`src/hdl/tcp_pkg.sv`:
```
// package for the continuous pulse output timer channel
package tcp_pkg;

   // counter and reload width
   localparam int CNT_W = 16;

   // reset values and counter constants
   localparam logic [CNT_W-1:0] CNT_RST  = 16'h0000;
   localparam logic [CNT_W-1:0] CNT_ONES = 16'hFFFF;
   localparam logic [CNT_W-1:0] CNT_ONE  = 16'h0001;
   localparam logic             OUT_RST  = 1'h0;

   // software write port into the channel
   typedef struct packed {
      logic             cnt_wr;    // load counter starting value
      logic [CNT_W-1:0] cnt_data;
      logic             rld_wr;    // load reload-0 register
      logic [CNT_W-1:0] rld_data;
      logic             en_wr;     // write to count enable bit
      logic             en_data;
   } tcp_sw_s;

   // channel state
   typedef struct packed {
      logic [CNT_W-1:0] cnt;
      logic [CNT_W-1:0] rld;
      logic             run;
      logic             ff;
      logic             irq;
      logic             uflow_q;   // set at the same edge as the reload, alongside irq
      logic             run_prev;
   } tcp_state_s;

endpackage : tcp_pkg

```
`src/hdl/tcp_channel.sv`:
```
// continuous pulse output timer channel: 16-bit down-counter with reload and toggling output
`timescale 1ns/1ps
module tcp_channel
   import tcp_pkg::*;
(
   // clock and reset
   input  wire logic             i_clock,
   input  wire logic             i_resetn,
   // software side
   input  wire tcp_sw_s          i_sw,
   // pins: count clock and external enable, both asynchronous
   input  wire logic             i_count_clk,
   input  wire logic             i_ext_enable,
   // status and outputs
   output logic [CNT_W-1:0]      o_count,
   output logic [CNT_W-1:0]      o_reload,
   output logic                  o_running,
   output logic                  o_inout_timer_channel,
   output logic                  o_irq
);

   tcp_state_s s_q;
   tcp_state_s s_d;

   logic cclk_s;
   logic cclk_prev_q;
   logic ext_s;
   logic ext_prev_q;
   logic tick;
   logic ext_rise;
   logic uflow;

   // both pins cross into the system clock before any logic sees them
   tcp_sync u_sync_cclk
   (
      .i_clock  (i_clock),
      .i_resetn (i_resetn),
      .i_async  (i_count_clk),
      .o_sync   (cclk_s)
   );

   tcp_sync u_sync_ext
   (
      .i_clock  (i_clock),
      .i_resetn (i_resetn),
      .i_async  (i_ext_enable),
      .o_sync   (ext_s)
   );

   // edge history of the synchronised pins
   always_ff @(posedge i_clock or negedge i_resetn)
   begin
      if (!i_resetn)
      begin
         cclk_prev_q <= 1'h0;
         ext_prev_q  <= 1'h0;
      end
      else
      begin
         cclk_prev_q <= cclk_s;
         ext_prev_q  <= ext_s;
      end
   end

   // a count clock is a rising edge of the pin; the enable acts on its rising edge
   assign tick     = cclk_s & ~cclk_prev_q;
   assign ext_rise = ext_s & ~ext_prev_q;

   // underflow: decrement while holding zero
   assign uflow = s_q.run & tick & (s_q.cnt == CNT_RST);

   // next-state logic
   always_comb
   begin
      s_d          = s_q;
      s_d.irq      = 1'h0;
      s_d.uflow_q  = 1'h0;
      s_d.run_prev = s_q.run;

      // register writes; reload value is held in a 16-bit register
      if (i_sw.rld_wr)
      begin
         s_d.rld = i_sw.rld_data;
      end
      if (i_sw.cnt_wr && !s_q.run)
      begin
         s_d.cnt = i_sw.cnt_data;
      end

      // counting: continuous mode never stops itself, so the underflow stop
      // term is always clear; the priority chain is kept for the enable pin
      if (s_q.run && tick)
      begin
         if (uflow)
         begin
            s_d.cnt     = s_q.rld;
            s_d.ff      = ~s_q.ff;
            s_d.irq     = 1'h1;
            s_d.uflow_q = 1'h1;
         end
         else
         begin
            s_d.cnt = s_q.cnt - CNT_ONE;
         end
      end

      // enable control: software write wins over everything
      if (i_sw.en_wr)
      begin
         s_d.run = i_sw.en_data;
      end
      else if (ext_rise && !s_q.run)
      begin
         s_d.run = 1'h1;
      end

      // output toggles when counting starts
      if (s_d.run && !s_q.run)
      begin
         s_d.ff = ~s_q.ff;
      end
   end

   // state register
   always_ff @(posedge i_clock or negedge i_resetn)
   begin
      if (!i_resetn)
      begin
         s_q <= '0;
      end
      else
      begin
         s_q <= s_d;
      end
   end

   // the count is output as held: it reloads at zero, so the read after an underflow is the reload value, not a wrap to all ones
   assign o_count               = s_q.cnt;
   assign o_reload              = s_q.rld;
   assign o_running             = s_q.run;
   assign o_inout_timer_channel = s_q.ff;
   assign o_irq                 = s_q.irq;

endmodule : tcp_channel

```
`src/hdl/tcp_sync.sv`:
```
// two flip-flop synchroniser for the external enable and count clock pins
`timescale 1ns/1ps
module tcp_sync
   import tcp_pkg::*;
(
   // clock and reset
   input  wire logic i_clock,
   input  wire logic i_resetn,
   // asynchronous level in, synchronised level out
   input  wire logic i_async,
   output logic      o_sync
);

   logic meta_q;

   // first stage feeds only the second stage
   always_ff @(posedge i_clock or negedge i_resetn)
   begin
      if (!i_resetn)
      begin
         meta_q <= 1'h0;
         o_sync <= 1'h0;
      end
      else
      begin
         meta_q <= i_async;
         o_sync <= meta_q;
      end
   end

endmodule : tcp_sync

```
`config.mk`:
```
export PLATFORM = sky130hd
export DESIGN_NAME = tcp_channel
export DESIGN_NICKNAME = d
export VERILOG_FILES = /design/src/hdl/tcp_pkg.sv /design/src/hdl/tcp_channel.sv /design/src/hdl/tcp_sync.sv
export SDC_FILE = /design/constraint.sdc
export NUM_CORES = 1
export LEC_CHECK = 0
export BUFFER_PORTS_ARGS = -buffer_cell sky130_fd_sc_hd__buf_2
export CAP_MARGIN = 40
export CORE_AREA = 5 5 79 81
export DETAILED_ROUTE_END_ITERATION = 6
export DIE_AREA = 0 0 84 86
export PLACE_DENSITY = 0.65
export SYNTH_ARGS = -nofsm -noshare
export SYNTH_HDL_FRONTEND = slang
export SYNTH_SLANG_ARGS = --single-unit
```
`constraint.sdc`:
```
create_clock -name i_clock -period 2.8 [get_ports i_clock]
set_input_delay 0.42 -clock i_clock [delete_from_list [all_inputs] [get_ports i_clock]]
set_output_delay 0.42 -clock i_clock [all_outputs]
set_load 0.05 [all_outputs]
```
======== Word-level counts from Yosys, hierarchy flattened ========
Index checks and enable logic that the tools add are counted.
Widths: inputs -> output; s select.
storage, ports and cells
  bits in registers ....................... 41
  output and inout port bits .............. 35
  input port bits ......................... 40
  word-level logic and storage cells ...... 37
operators by class
  bitwise logic cells ..................... 7
  add/sub/neg operators ................... 1
  reductions and logical operators ........ 10
  mux-type cells .......................... 8
operators with widths
  operator               count
  $mux 16                3
  $logic_not 16->1       1
  $sub 16x1->16 const B  1
  $mux 3                 2
  $reduce_bool 2->1      3
  $and 1x1->1            4
  $logic_and 1x1->1      4
  $mux 1                 3
  $not 1->1              3
  $reduce_and 2->1       1
  $logic_not 1->1        1

======== Longest topological paths before layout ========
  word-level depth ........................ 8
  depth in mapped cells ................... 7

======== Modules after synthesis ========
Synthesis repeated with hierarchy kept, for this count alone.
unflattened totals
  cells, all modules ...................... 201
  area total of the unflattened synthesis .. 2,060.7 um^2
by module, submodules not included
  module       cells each  area an instance (um^2)  seq. area each (um^2)  instances
  tcp_channel  197         1,960.6                  925.9                  1
  tcp_sync     2           50.0                     50.0                   2

======== Worst setup path after synthesis ========
OpenSTA, ideal clock, no wires.
  path kind ............................... flip-flop to flip-flop
  start point ............................. register s_q (netlist bit o_count[0])
  end point ............................... register s_q (netlist bit o_count[14])
  slack ................................... 0.679 ns
  period minus slack after synthesis ...... 2.121 ns
  stages on the path, launching flop included .. 7
  arrival time ............................ 2.018 ns
  path through ............................ dfrtp_1 > inv_1 > ha_1 > nor3b_4 > nand3_2 > or4_1 > a221oi_1
between the ends
  word-level cells in the longest chain between the ends .. 4
  elaborated cells on any way between the ends .. 5
ends and longest elaborated chain
  element                                                                RTL line            RTL
  start, declared                                                        tcp_channel.sv:22   tcp_state_s s_q;
  start signal, assigned                                                 tcp_channel.sv:129  s_q <= '0;
  start signal, assigned                                                 tcp_channel.sv:133  s_q <= s_d;
  parallel branches: the longest is 2 deep, another holds $sub 16x1->16  --
  $mux 16 (*)                                                            tcp_channel.sv:94   if (uflow)
  $mux 16 (*)                                                            tcp_channel.sv:92   if (s_q.run && tick)
Mark *: on every way between the ends.
A chain may end at the register's enable or synchronous reset.

======== Worst setup path after layout ========
Ends and elaborated chain as after synthesis.

==> summary.md <==
| Metric | Value |
|---|---|
| Worst skew pair latency | `0.29 ns` |
| Post-DP HPWL | `between 4 and 5 mm` |
| Placer Congestion | `0.865` |
| Complex-gate fraction of the synthesized area | `11.3%` |
| Pwr Density | `767 nW/um^2` |
| Die H | `around 86 um` |
| WS Path Type | `reg2reg` |
| CTS tree | `done` |
| Gr usage total | `16.1%` |
| Crit path max-delay cell type | `or4_1` |
| Antenna violations before repair | `0` |
| Yosys reg bits | `41` |
| Clock Skews | `0.00454 ns` |
| Clock buffer count from CTS | `5` |
| Hold Buf Count CTS | `0` |
| RSZ-0062 raised after global routing | `false` |
| Vias per cell | `5.29` |
| Critical Path End Type | `flip-flop` |
| Final setup fails | `0` |
| Cell chain of the critical path | `inv_1 -> ha_1 -> nor3b_4 -> nand3_2 -> or4_1 -> a221oi_1` |
| VDD IR max | `0.304 mV` |
| Largest net degree at the start of global routing | `24` |
| Startpoint types | `flip-flop` |
| Antenna diodes | `0` |
| R2R depth | `6` |
| I/O pins | `75` |
| Worst Setup SP | `o_count[0]` |
| Mux contribution to synthesized area | `between 10% and 20%` |
| Mean Syn Cell Area | `roughly 11 um^2` |
| DR iter-0 viols | `100` |
| Simple-Gate Fraction of Synth Area | `around a fifth` |
| R2r endpoint | `o_count[14]` |
| Crit path max fanout | `14` |
| Htree depth | `2` |
| WP data arrival | `2.49 ns` |
| Die X | `84 um` |
| Most common cell after layout, fill and taps aside | `buf_2` |
| Cell taking the most area after synthesis | `dfrtp_1` |
| FMAX | `between 400 and 500 MHz` |
| Largest family of logic cells by synthesized area | `simple AND/OR/NAND/NOR gates` |
| YS warnings | `0` |
| Row count | `27` |
| TNS Setup | `0 ns` |
| Initial Utilization | `38.9%` |
| Hold WC Path Type | `in2async` |
| Cell variety after synth | `49` |
| Worst-path clk slew | `0.08 ns` |
| DR WL/cell | `16.6 um` |
| Vias in the first global route | `1842` |
| Xor/xnor share of the synthesized area | `4.17%` |
| Tcrit/Tclk final | `82.1%` |
| WL final | `5.66 mm` |
| Critical R2R Launch | `o_count[0]` |
| Seq/Total Area, Yosys | `around 49%` |
| Hold Fails Final Rpt | `0` |
| Max-slew headroom | `61.1%` |
| Clock Tree Root | `clkbuf_8` |
| Mapped cell area | `2100 um^2` |
| Final min period | `between 2 and 2.5 ns` |
| Least-Margin Pin Slew | `0.582 ns` |
| Static Leakage | `1.18 nW` |
| Mapped Cells | `about 190` |
| Cts repair resizes | `0` |
| Area share of fa/ha/maj cells after synthesis | `less than 1%` |
| Share of the synthesized area in the top cell type | `48.8%` |
| Critical Path RT | `2.99 ns` |
| Fraction of layout cells with a size suffix above 1 | `41.1%` |
| CTS max path bufs | `2` |
| Detailed-route via count | `1810` |
| Max Slew Vio Count | `0` |
| Most frequent cells in the layout | `buf_2, dfrtp_1, mux2_2` |
| Final core area utilization | `49.9%` |
| Die ar. | `7220 um^2` |
| Routed Antenna Nets | `0` |
| Mapped Nets | `234` |
| First-pass GRT wire length | `9.27 mm` |
| Max Cap Viol | `0` |
| R2r setup slk | `0.50 ns` |
| Layout net count | `310` |
| # DRC | `0` |
| Total grt overflow | `0` |
| Core outline area | `5410 um^2` |
| Outcome | `completed` |
| Number of port buffers | `74` |
| Drt pass-1 iters | `4` |
| Area delta synth->final | `28.3%` |
| CTS sink cnt | `41` |
| Leading post-synthesis cells by cell area | `dfrtp_1, mux2_2, nor3_1` |
| Setup bufs post-CTS | `0` |
| CP peak stage delay | `between 0.5 and 0.6 ns` |
[power by group]
part           total, mW  switching [mW]  internal [mW]
logic              0.743           0.515          0.229
registers          0.828           0.143          0.685
clock network      0.496           0.206          0.290
[cells in the mapped netlist (all sizes together)]
| cell type | number |
|---|---|
| a21oi | 4 |
| nand3b | 1 |
| nor2 | 13 |
| o2bb2ai | 1 |
| xor2 | 7 |
| buf | 4 |
| or3b | 1 |
| nor4 | 9 |
| o311a | 1 |
| nand3 | 6 |
| clkbuf | 6 |
| o31a | 1 |
| mux2i | 4 |
| o22ai | 2 |
| a32o | 2 |
| o41ai | 1 |
| nand2 | 12 |
| or3 | 1 |
| nor3b | 2 |
| o311ai | 1 |
| and3b | 1 |
| a221oi | 3 |
| o32ai | 1 |
| o21ai | 1 |
| dfrtp | 41 |
| nand4 | 2 |
| xnor2 | 3 |
| o211ai | 2 |
| a41o | 1 |
| nor2b | 3 |
| nor3 | 16 |
| a31oi | 3 |
| or4 | 1 |
| a211oi | 4 |
| ha | 1 |
| nand4b | 1 |
| o31ai | 1 |
| inv | 6 |
| a311oi | 2 |
| and3 | 3 |
| nand2b | 1 |
| mux2 | 17 |
[flip-flops by register name, indices dropped and copies added (netlist names)]
| name | count |
|---|---|
| o_count | 16 |
| o_reload | 16 |
| cclk_prev_q | 1 |
| ext_prev_q | 1 |
| o_inout_timer_channel | 1 |
| o_irq | 1 |
| o_running | 1 |
| u_sync_cclk.meta_q | 1 |
| u_sync_cclk.o_sync | 1 |
| u_sync_ext.meta_q | 1 |
| u_sync_ext.o_sync | 1 |
[worst max-delay path, delay by kind of cell (launching register included)]
family	cells	cell delay, ns
flops	1	0.46
fa+ha+maj	1	0.20
compound gates	1	0.25
buf+inv	1	0.10
simple gates	3	1.19
[cell type report]
type	count	area (um^2)
clock buffer	6	82.6
clock inverter	2	37.5
fill	514	2710
inverter	6	22.5
multi-input combinational	136	1010
sequential	41	1030
tap	72	90.1
timing repair buffer	79	428
[stage by stage]
stage / instance area, um^2 / setup WS (ns) / hold WS, ns / std cells / power [mW]
floorplan: 2100 / 0.679 / 0.124 / 193 / 1.37
global placement: 2550 / 0.639 / 0.333 / 333 / 1.57
detailed placement: 2580 / 0.512 / 0.340 / 334 / 1.59
CTS: 2700 / 0.489 / 0.0917 / 342 / 2.09
global route: 2700 / 0.381 / 0.105 / 342 / 2.18
finish: 2700 / 0.500 / 0.0770 / 342 / 2.07
[cell families (layout without fill, tap and decap cells)]
family	count (synthesis)	after routing
AO/OA/AOI/OAI	31	31
XOR/XNOR	10	10
adder cells (fa/ha/maj)	1	1
buffers and inverters	16	93
flip-flops	41	41
multiplexers	21	21
AND/OR/NAND/NOR	73	73
[worst max-delay path by stage]
stage,slack (ns),cells after the start,end
floorplan,0.68,6,o_count[14]
finish,0.50,6,o_count[14]
detailed placement,0.51,6,o_count[14]
CTS,0.49,6,o_count[14]
global placement,0.64,6,o_count[14]
global route,0.38,6,o_count[14]
[metal layers]
metal | vias to the layer above | global-route usage (%) | share of wire [%]
li1 | 878 | - | -
met1 | 864 | 20.7 | 45
met2 | 62 | 26.7 | 48
met3 | 6 | 3.94 | 5.1
met4 | 0 | 4.97 | 1.3
met5 | - | 0 | 0
(Power assumes the default switching activity.)
